==> config.mk <==
export PLATFORM = sky130hd
export DESIGN_NAME = fx_command_decoder
export DESIGN_NICKNAME = d
export VERILOG_FILES = /design/src/verilog/strobe_timer.v /design/src/verilog/fx_command_decoder.v
export VERILOG_INCLUDE_DIRS = /design/src /design/src/shared
export SDC_FILE = /design/constraint.sdc
export NUM_CORES = 1
export LEC_CHECK = 0
export ABC_CLOCK_PERIOD_IN_PS = 3300
export BUFFER_PORTS_ARGS = -buffer_cell sky130_fd_sc_hd__buf_4
export CAP_MARGIN = 0
export CORE_ASPECT_RATIO = 0.6
export CORE_MARGIN = 2
export CORE_UTILIZATION = 30
export DETAILED_ROUTE_END_ITERATION = 6
export PLACE_DENSITY = 0.47
export REMOVE_ABC_BUFFERS = 1
export SLEW_MARGIN = 25
export SYNTH_ARGS = -nofsm -noshare
export SYNTH_HDL_FRONTEND = slang
export SYNTH_SLANG_ARGS = --single-unit
==> constraint.sdc <==
create_clock -name clk -period 3.3 [get_ports clk]
set_clock_uncertainty 0.1 [all_clocks]
set_input_delay 0.33 -clock clk [delete_from_list [all_inputs] [get_ports clk]]
set_output_delay 0.33 -clock clk [all_outputs]
set_load 0.03 [all_outputs]
==> src/shared/fx_decoder_defines.vh <==
// constants for the videowall effects command decoder
// What this block does
// - code 45 takes a speed byte; larger is slower, zero stops strobing
// - strobe freezes the store by field or frame; other effects stay usable
// - code 46: 0 interlaced, 1 progressive text mode
// - code 48 stores a signed line offset for the given split factor
// - code 47 sends 25 select flags; only selected monitors obey globals
// - after reset every monitor is selected
// - commands naming one monitor act on it regardless of the mask
// - code 51 draws a pattern: field 0 or 1, split 0 to 5
// - pattern is two diagonals and a numbered circle; no font
// - code 52 wipes: directions 0 to 5, targets A, B, graphics colour
// - wipe speed 1 to 255 faster when larger; zero is instant
// - second input is timebase-corrected to the main input
// - code 55: 0 stores every field, 1 alternate fields only
// - code 56 picks the quarter-size quadrant 0 to 3
// - code 57 shows or hides the second source at its set size
// - code 58: 0 full, 1 quarter screen dropping alternate pixels
// - code 59 holds the second source independently of the main one
// - code 101 zooms about X,Y sent low byte first in 380x300
// - zoom supports only the 50 percent factor
`ifndef FX_DECODER_DEFINES_VH
`define FX_DECODER_DEFINES_VH
`define FN_STROBE 8'h2D
`define FN_SCAN 8'h2E
`define FN_SELECT 8'h2F
`define FN_OFFSET 8'h30
`define FN_PATTERN 8'h33
`define FN_WIPE 8'h34
`define FN_SKIP 8'h37
`define FN_QUAD 8'h38
`define FN_SHOW 8'h39
`define FN_SCALE 8'h3A
`define FN_HOLD 8'h3B
`define FN_ZOOM 8'h65
`define NUM_MON 8'h19
`define NUM_SPLIT 8'h08
`define ZOOM_X_MAX 16'h017B
`define ZOOM_Y_MAX 16'h012B
`define ZOOM_HALF 8'h32
`define MASK_ALL 25'h1FFFFFF
`endif

==> src/verilog/strobe_timer.v <==
// field-counting strobe capture timer
`timescale 1ns/100ps
module strobe_timer (
  // clock and reset
  input wire clk,
  input wire sys_rst,
  // field timing and setting
  input wire field_start,
  input wire [7:0] speed,
  // capture request, one cycle
  output reg capture
);
  reg [7:0] count;
  // count fields; a capture every speed fields, never when speed is zero
  always @(posedge clk) begin
    if (sys_rst) begin
      count <= 8'h00;
      capture <= 1'b0;
    end else begin
      capture <= 1'b0;
      if (speed == 8'h00) begin
        count <= 8'h00;
      end else if (field_start) begin
        if (count + 8'h01 >= speed) begin
          count <= 8'h00;
          capture <= 1'b1;
        end else begin
          count <= count + 8'h01;
        end
      end
    end
  end
endmodule // strobe_timer

==> src/verilog/fx_command_decoder.v <==
// effects and second-source command decoder
`timescale 1ns/100ps
`include "fx_decoder_defines.vh"
module fx_command_decoder (
  // clock and reset
  input wire clk,
  input wire sys_rst,
  // incoming command bytes
  input wire byte_valid,
  input wire [7:0] byte_data,
  input wire frame_start,
  // video timing
  input wire field_start,
  input wire field_odd,
  // strobe
  output reg [7:0] strobe_speed,
  output reg strobe_freeze,
  output reg strobe_capture,
  // scan
  output reg progressive_scan_cmd,
  output reg [63:0] field_line_offset_cmd,
  // selection
  output reg [24:0] monitor_select_mask_cmd,
  // pattern
  output reg diagnostic_drawing_cmd,
  output reg pattern_field,
  output reg [2:0] pattern_split,
  // wipe
  output reg wipe_go,
  output reg [2:0] wipe_dir,
  output reg [1:0] wipe_target,
  output reg [7:0] wipe_speed,
  output reg wipe_instant,
  // second source
  output reg second_source_sync,
  output reg second_source_field_skip_cmd,
  output reg [1:0] second_source_quadrant_cmd,
  output reg second_source_show_cmd,
  output reg second_source_scale_cmd,
  output reg second_source_hold_cmd,
  // zoom
  output reg zoom_go,
  output reg [15:0] zoom_x,
  output reg [15:0] zoom_y,
  output reg [7:0] zoom_percent,
  // decode result
  output reg cmd_reject,
  output reg cmd_done
);
  localparam ST_CODE = 2'h0;
  localparam ST_ARGS = 2'h1;
  localparam ST_SKIP = 2'h2;

  reg [1:0] state;
  reg [7:0] code;
  reg [4:0] idx;
  reg [7:0] arg0;
  reg [7:0] arg1;
  reg [7:0] arg2;
  reg [24:0] mask_acc;
  reg mask_bad;
  wire capture;
  wire offset_last;
  wire [7:0] offset_slot;
  integer s;

  ////////////////////////////////////////////////////////////////////////
  // parameter byte count per function code, zero for unknown codes
  function [4:0] arg_count;
    input [7:0] c;
    begin
      case (c)
        `FN_STROBE, `FN_SCAN, `FN_SKIP, `FN_QUAD: arg_count = 5'h01;
        `FN_SHOW, `FN_SCALE, `FN_HOLD: arg_count = 5'h01;
        `FN_OFFSET, `FN_PATTERN: arg_count = 5'h02;
        `FN_WIPE: arg_count = 5'h03;
        `FN_ZOOM: arg_count = 5'h04;
        `FN_SELECT: arg_count = 5'h19;
        default: arg_count = 5'h00;
      endcase
    end
  endfunction

  // binary flag check used by several codes
  function is_flag;
    input [7:0] v;
    begin
      is_flag = (v == 8'h00) || (v == 8'h01);
    end
  endfunction

  // one-hot offset slot, bit s for split s+1; zero when out of range
  function [7:0] split_onehot;
    input [7:0] v;
    begin
      case (v)
        8'h01: split_onehot = 8'h01;
        8'h02: split_onehot = 8'h02;
        8'h03: split_onehot = 8'h04;
        8'h04: split_onehot = 8'h08;
        8'h05: split_onehot = 8'h10;
        8'h06: split_onehot = 8'h20;
        8'h07: split_onehot = 8'h40;
        8'h08: split_onehot = 8'h80;
        default: split_onehot = 8'h00;
      endcase
    end
  endfunction

  ////////////////////////////////////////////////////////////////////////
  // strobe field counter
  strobe_timer u_strobe (
    .clk(clk),
    .sys_rst(sys_rst),
    .field_start(field_start),
    .speed(strobe_speed),
    .capture(capture)
  );

  // progressive mode holds freeze between captures, so one field is stored each time;
  // interlaced mode drops it at every field start with field_odd high; strobing never blocks another effect
  always @(posedge clk) begin
    if (sys_rst) begin
      strobe_capture <= 1'b0;
      strobe_freeze <= 1'b0;
    end else begin
      strobe_capture <= capture;
      if (strobe_speed == 8'h00) begin
        strobe_freeze <= 1'b0;
      end else if (capture) begin
        strobe_freeze <= 1'b0;
      end else if (field_start) begin
        // in interlaced mode wait for the odd field to keep the full frame
        strobe_freeze <= progressive_scan_cmd | ~field_odd;
      end
    end
  end

  ////////////////////////////////////////////////////////////////////////
  // monitor flags shift in one byte at a time, so the first flag ends in
  // bit 0; one bad flag spoils the frame, as a half-applied mask would
  // leave the wall split between two selections
  always @(posedge clk) begin
    if (sys_rst) begin
      mask_acc <= 25'h0000000;
      mask_bad <= 1'b0;
    end else if (byte_valid && (state == ST_CODE)) begin
      mask_bad <= 1'b0;
    end else if (byte_valid && (state == ST_ARGS) &&
                 (code == `FN_SELECT)) begin
      mask_acc <= {byte_data[0], mask_acc[24:1]};
      if (!is_flag(byte_data)) begin
        mask_bad <= 1'b1;
      end
    end
  end

  ////////////////////////////////////////////////////////////////////////
  // offset table, one signed byte per split factor, slot s-1 for split s;
  // only the addressed slot moves, so the tuning of other splits is kept;
  // an out-of-range split selects no slot at all
  assign offset_last = byte_valid && (state == ST_ARGS) &&
    (code == `FN_OFFSET) && (idx == 5'h01);
  assign offset_slot = split_onehot(arg0);
  always @(posedge clk) begin
    if (sys_rst) begin
      field_line_offset_cmd <= 64'h0000000000000000;
    end else if (offset_last) begin
      for (s = 0; s < `NUM_SPLIT; s = s + 1) begin
        if (offset_slot[s]) begin
          field_line_offset_cmd[8 * s +: 8] <= byte_data;
        end
      end
    end
  end

  ////////////////////////////////////////////////////////////////////////
  // frame parser and state update; a new frame_start aborts a frame
  always @(posedge clk) begin
    if (sys_rst) begin
      state <= ST_CODE;
      code <= 8'h00;
      idx <= 5'h00;
      arg0 <= 8'h00;
      arg1 <= 8'h00;
      arg2 <= 8'h00;
      strobe_speed <= 8'h00;
      progressive_scan_cmd <= 1'b0;
      monitor_select_mask_cmd <= `MASK_ALL;
      diagnostic_drawing_cmd <= 1'b0;
      pattern_field <= 1'b0;
      pattern_split <= 3'h0;
      wipe_go <= 1'b0;
      wipe_dir <= 3'h0;
      wipe_target <= 2'h0;
      wipe_speed <= 8'h00;
      wipe_instant <= 1'b0;
      second_source_sync <= 1'b1;
      second_source_field_skip_cmd <= 1'b0;
      second_source_quadrant_cmd <= 2'h0;
      second_source_show_cmd <= 1'b0;
      second_source_scale_cmd <= 1'b0;
      second_source_hold_cmd <= 1'b0;
      zoom_go <= 1'b0;
      zoom_x <= 16'h0000;
      zoom_y <= 16'h0000;
      zoom_percent <= `ZOOM_HALF;
      cmd_reject <= 1'b0;
      cmd_done <= 1'b0;
    end else begin
      diagnostic_drawing_cmd <= 1'b0;
      wipe_go <= 1'b0;
      zoom_go <= 1'b0;
      cmd_reject <= 1'b0;
      cmd_done <= 1'b0;
      // second input always locked to main timing
      second_source_sync <= 1'b1;
      zoom_percent <= `ZOOM_HALF;
      if (byte_valid) begin
        case (state)
          ST_CODE: begin
            code <= byte_data;
            idx <= 5'h00;
            if (arg_count(byte_data) == 5'h00) begin
              cmd_reject <= 1'b1;
              state <= ST_SKIP;
            end else begin
              state <= ST_ARGS;
            end
          end
          ST_ARGS: begin
            idx <= idx + 5'h01;
            if (idx == 5'h00) arg0 <= byte_data;
            if (idx == 5'h01) arg1 <= byte_data;
            if (idx == 5'h02) arg2 <= byte_data;
            if (idx + 5'h01 == arg_count(code)) begin
              state <= ST_CODE;
              cmd_done <= 1'b1;
              cmd_reject <= 1'b0;
              case (code)
                `FN_STROBE: strobe_speed <= byte_data;
                `FN_SCAN: begin
                  if (is_flag(byte_data))
                    progressive_scan_cmd <= byte_data[0];
                  else
                    cmd_reject <= 1'b1;
                end
                `FN_SELECT: begin
                  if (is_flag(byte_data) && !mask_bad)
                    monitor_select_mask_cmd <=
                      {byte_data[0], mask_acc[24:1]};
                  else
                    cmd_reject <= 1'b1;
                end
                `FN_OFFSET: begin
                  // the table itself is written by the offset process
                  if (split_onehot(arg0) == 8'h00)
                    cmd_reject <= 1'b1;
                end
                `FN_PATTERN: begin
                  // the drawing engine renders diagonals, circle, number
                  if (is_flag(arg0) && byte_data <= 8'h05) begin
                    diagnostic_drawing_cmd <= 1'b1;
                    pattern_field <= arg0[0];
                    pattern_split <= byte_data[2:0];
                  end else begin
                    cmd_reject <= 1'b1;
                  end
                end
                `FN_WIPE: begin
                  if (arg0 <= 8'h05 && arg1 <= 8'h02) begin
                    wipe_go <= 1'b1;
                    wipe_dir <= arg0[2:0];
                    wipe_target <= arg1[1:0];
                    wipe_speed <= byte_data;
                    wipe_instant <= (byte_data == 8'h00);
                  end else begin
                    cmd_reject <= 1'b1;
                  end
                end
                `FN_SKIP: begin
                  if (is_flag(byte_data))
                    second_source_field_skip_cmd <= byte_data[0];
                  else
                    cmd_reject <= 1'b1;
                end
                `FN_QUAD: begin
                  if (byte_data <= 8'h03)
                    second_source_quadrant_cmd <= byte_data[1:0];
                  else
                    cmd_reject <= 1'b1;
                end
                `FN_SHOW: begin
                  if (is_flag(byte_data))
                    second_source_show_cmd <= byte_data[0];
                  else
                    cmd_reject <= 1'b1;
                end
                `FN_SCALE: begin
                  // quarter size: pipeline drops every other pixel and line
                  if (is_flag(byte_data))
                    second_source_scale_cmd <= byte_data[0];
                  else
                    cmd_reject <= 1'b1;
                end
                `FN_HOLD: begin
                  // separate from the strobe freeze of the main store
                  if (is_flag(byte_data))
                    second_source_hold_cmd <= byte_data[0];
                  else
                    cmd_reject <= 1'b1;
                end
                `FN_ZOOM: begin
                  // x = arg1:arg0, y = byte_data:arg2, low byte first
                  if ({arg1, arg0} <= `ZOOM_X_MAX &&
                      {byte_data, arg2} <= `ZOOM_Y_MAX) begin
                    zoom_go <= 1'b1;
                    zoom_x <= {arg1, arg0};
                    zoom_y <= {byte_data, arg2};
                  end else begin
                    cmd_reject <= 1'b1;
                  end
                end
                default: begin
                  cmd_reject <= 1'b1;
                  cmd_done <= 1'b0;
                end
              endcase
            end
          end
          ST_SKIP: state <= ST_SKIP;
          default: state <= ST_CODE;
        endcase
      end
      // a frame boundary always resynchronises the parser
      if (frame_start) begin
        state <= ST_CODE;
        idx <= 5'h00;
      end
    end
  end
  // per-monitor commands are not decoded here, so the mask never gates
  // them; downstream must apply the mask to global commands only
endmodule // fx_command_decoder

==> run summary <==
Buffers on Ports -> 174
Overall Power -> 0.006260 W
clk buf depth -> 3
drt total wl -> 30220 µm
WL met2 -> 12320 µm
Critical Path, Cell by Cell -> ha_1 > nand3_1 > xor2_1 > nor4_1 > o211ai_1 > nor4_2 > buf_4 > nor3b_1
worst-margin pin slew -> 0.8380 ns
ys flop type -> dfxtp_1
vias per inst -> 4.797
Clk pin slew, worst setup/hold paths -> 0.07 ns
Leak Pwr -> 5.524 nW
Crit Reg-Reg Endpoint -> zoom_x[9]
switching share of power -> 0.2329
FF-to-FF setup slack -> 0.24 ns
Detail Route Antenna Nets -> 0
DPL Wire Length -> 20010 µm
vias after detailed routing -> 8318
vias in the first global route -> 8046
Distinct cells, synth -> 60
Num Clock Sinks -> 242
worst-path maximum fanout -> 14
Hold Path Class -> input pin to flop
# DRC -> 0
Cell Rows -> 51
Final WS setup -> 0.2427 ns
Initial Util -> 0.3067
Pre-antenna DRT Iters -> 5
ant diodes -> 0
WL per Instance -> 17.43 µm
cell family with most CP delay -> simple AND/OR/NAND/NOR gates
Logic pwr share -> 0.034
total congestion overflow -> 0
CP max-delay cell -> dfxtp_1
Reg-to-Reg Start -> idx[0]
Warnings, synthesis -> 0
Post-CTS Repair Setup Buffers -> 0
switching power -> 0.001458 W
relative slew slack -> 0.4376
worst slack at placement -> 0.2333 ns
# IOs -> 184
Largest stage delay, worst path -> 0.55 ns
peak supply drop -> 344.1 µV
status -> finished, final reports clean
post-route minimum period -> 3.057 ns
Synth Area per Inst -> 8.995 µm²
max cap viols -> 0
Crit path depth -> 8
first-pass GRT wire length -> 47350 µm
die width -> 239.7 µm
Worst Setup SP -> idx[0]
register area share after synthesis -> 0.4844
CTS HTree Levels -> 1
Data required, critical path -> 3.62 ns
final setup fails -> 0
crit path DAT -> 3.38 ns
routed length on met1 -> 15570 µm
share of cells above drive strength 1 -> 0.2142
Syn Inst Count -> 1112
asr flop ratio synth -> 0
period utilization -> 0.9265
CORE AREA -> 0.03261 mm²
DR iter-0 viols -> 549
number of synthesized register bits -> 242
Placer Congestion -> 0.8308
Worst setup EP type -> flop
EDFF count, synth -> 0
# nets final -> 1291
Mapped Area -> 0.01000 mm²
R2R depth -> 8
Setup CP Type -> flop to flop
PD cells -> 493.0 mW/mm²
Slew Viols, Final -> 0
Startpoint Class -> flop
clk root buf -> clkbuf_16
top layer in use -> met4
CTS Buf Count -> 26
clk_lat worst skew -> 0.55 ns
Die Height -> 145.4 µm
sequential power share -> 0.469
Layout Area Growth over Synthesis -> 26.97%
largest net degree at the start of global routing -> 106
Cell Int Power -> 0.004802 W
met3 wire len -> 1926 µm
CP bufs+invs -> 1
Final Hold Vio Count -> 0
Worst Setup EP -> zoom_x[9]
initial antenna violation count -> 0
unrepaired setup endpoints after global routing -> no
area of the die -> 0.03486 mm²
CTS tree -> built
share of power burned in the clock network -> 0.496
total track usage -> 0.1710
Peak Freq -> 327.1 MHz
==> flip-flops by register name, summed over array words and instances (netlist names), 2 cells and up, named ones only <==
name                        count
wipe_dir                        3
field_line_offset_cmd          64
state                           2
u_strobe.count                  8
pattern_split                   3
arg1                            8
zoom_x                         16
wipe_target                     2
zoom_y                         16
wipe_speed                      8
strobe_speed                    8
monitor_select_mask_cmd        25
idx                             5
arg0                            8
mask_acc                       24
code                            8
second_source_quadrant_cmd      2
arg2                            8
==> area by class of cell <==
cell class                 instances  area (µm²)
sequential                       242        4845
multi-input combinational        761        4691
clock inverter                    14       170.2
clock buffer                      34       740.7
tap                              450       563.0
timing repair buffer             205        1585
inverter                          28       105.1
fill                            3318       19910
==> cells by family after synthesis <==
group,synth area share
other cells,0.0007508
simple gates,0.2023
mux,0.1432
compound gates,0.09032
xor+xnor,0.01226
fa+ha+maj,0.01626
flops,0.4844
buf+inv,0.05054
==> routing by layer <==
metal  GRT usage  up-vias
li1            -     4106
met5           0        -
met2      0.2430      195
met4     0.03188        0
met3     0.04287       25
met1      0.2590     3992
==> how the worst min path moves through the flow <==
| stage | end | cells after the start | startpoint |
|---|---|---|---|
| 6_report | u_strobe.count[6] | 3 | field_start |
| 5_1_grt | u_strobe.count[1] | 3 | field_start |
| 4_1_cts | u_strobe.count[1] | 3 | field_start |
| 3_5_place_dp | strobe_freeze | 1 | u_strobe.capture |
| 3_3_place_gp | strobe_freeze | 1 | u_strobe.capture |
| 2_1_floorplan | strobe_freeze | 1 | u_strobe.capture |
==> power groups by stage <==
| stage | logic, W | clock network, W | registers [W] |
|---|---|---|---|
| finish | 0.000215 | 0.00311 | 0.00294 |
| CTS | 0.000217 | 0.00320 | 0.00294 |
| global route | 0.000235 | 0.00333 | 0.00294 |
| floorplan | 0.0000762 | 0 | 0.00300 |
| detailed placement | 0.000215 | 0 | 0.00300 |
| global placement | 0.000215 | 0 | 0.00300 |
==> repair_timing <==
action                                  CTS  global route
hold endpoints to repair                  2             0
hold buffers                              2             0
resized for setup                         0             1
endpoints found under the setup margin    0             9
==> Yosys cell counts, drive strengths merged (16+ instances only) <==
cell type / number / area (µm²)
a21oi: 58 / 290.3
buf: 23 / 156.4
clkbuf: 65 / 244.0
dfxtp: 242 / 4845
inv: 28 / 105.1
mux2i: 142 / 1421
nand2: 151 / 566.8
nand3: 24 / 120.1
nor2: 159 / 596.8
nor3: 25 / 152.7
nor3b: 20 / 150.1
nor4: 16 / 106.4
o21ai: 22 / 110.1
==> tightest hold or removal path, stage by stage <==
cell	delay, ns
buf_4	0.14
o211ai_1	0.09
a21oi_1	0.07
==> cells in the final DEF, fill, tap and decap left out, types with 13 or more instances in the layout <==
cell type,n
nor3_1,21
nand2_1,151
nor4_1,14
nor3b_1,20
inv_1,27
buf_4,199
a21oi_1,58
nor2_1,159
nand3_1,24
a311oi_1,15
ha_1,13
clkbuf_16,26
a31o_2,13
o21ai_0,21
mux2i_1,142
dfxtp_1,242
==> metrics by stage <==
step | cells | utilization | setup TNS, ns | instance area, µm² | hold slack (ns)
after floorplan | 1031 | - | -3.043 | 9628 | 0.2913
after global placement | 1684 | 0.3609 | 0 | 11770 | 0.3181
after detailed placement | 1684 | 0.3609 | 0 | 11770 | 0.3090
after CTS | 1734 | 0.3894 | 0 | 12700 | 0.009937
after global routing | 1734 | 0.3895 | 0 | 12700 | 0.04108
final | 1734 | 0.3895 | 0 | 12700 | 0.03861
Power figures use the tool's default switching activity.
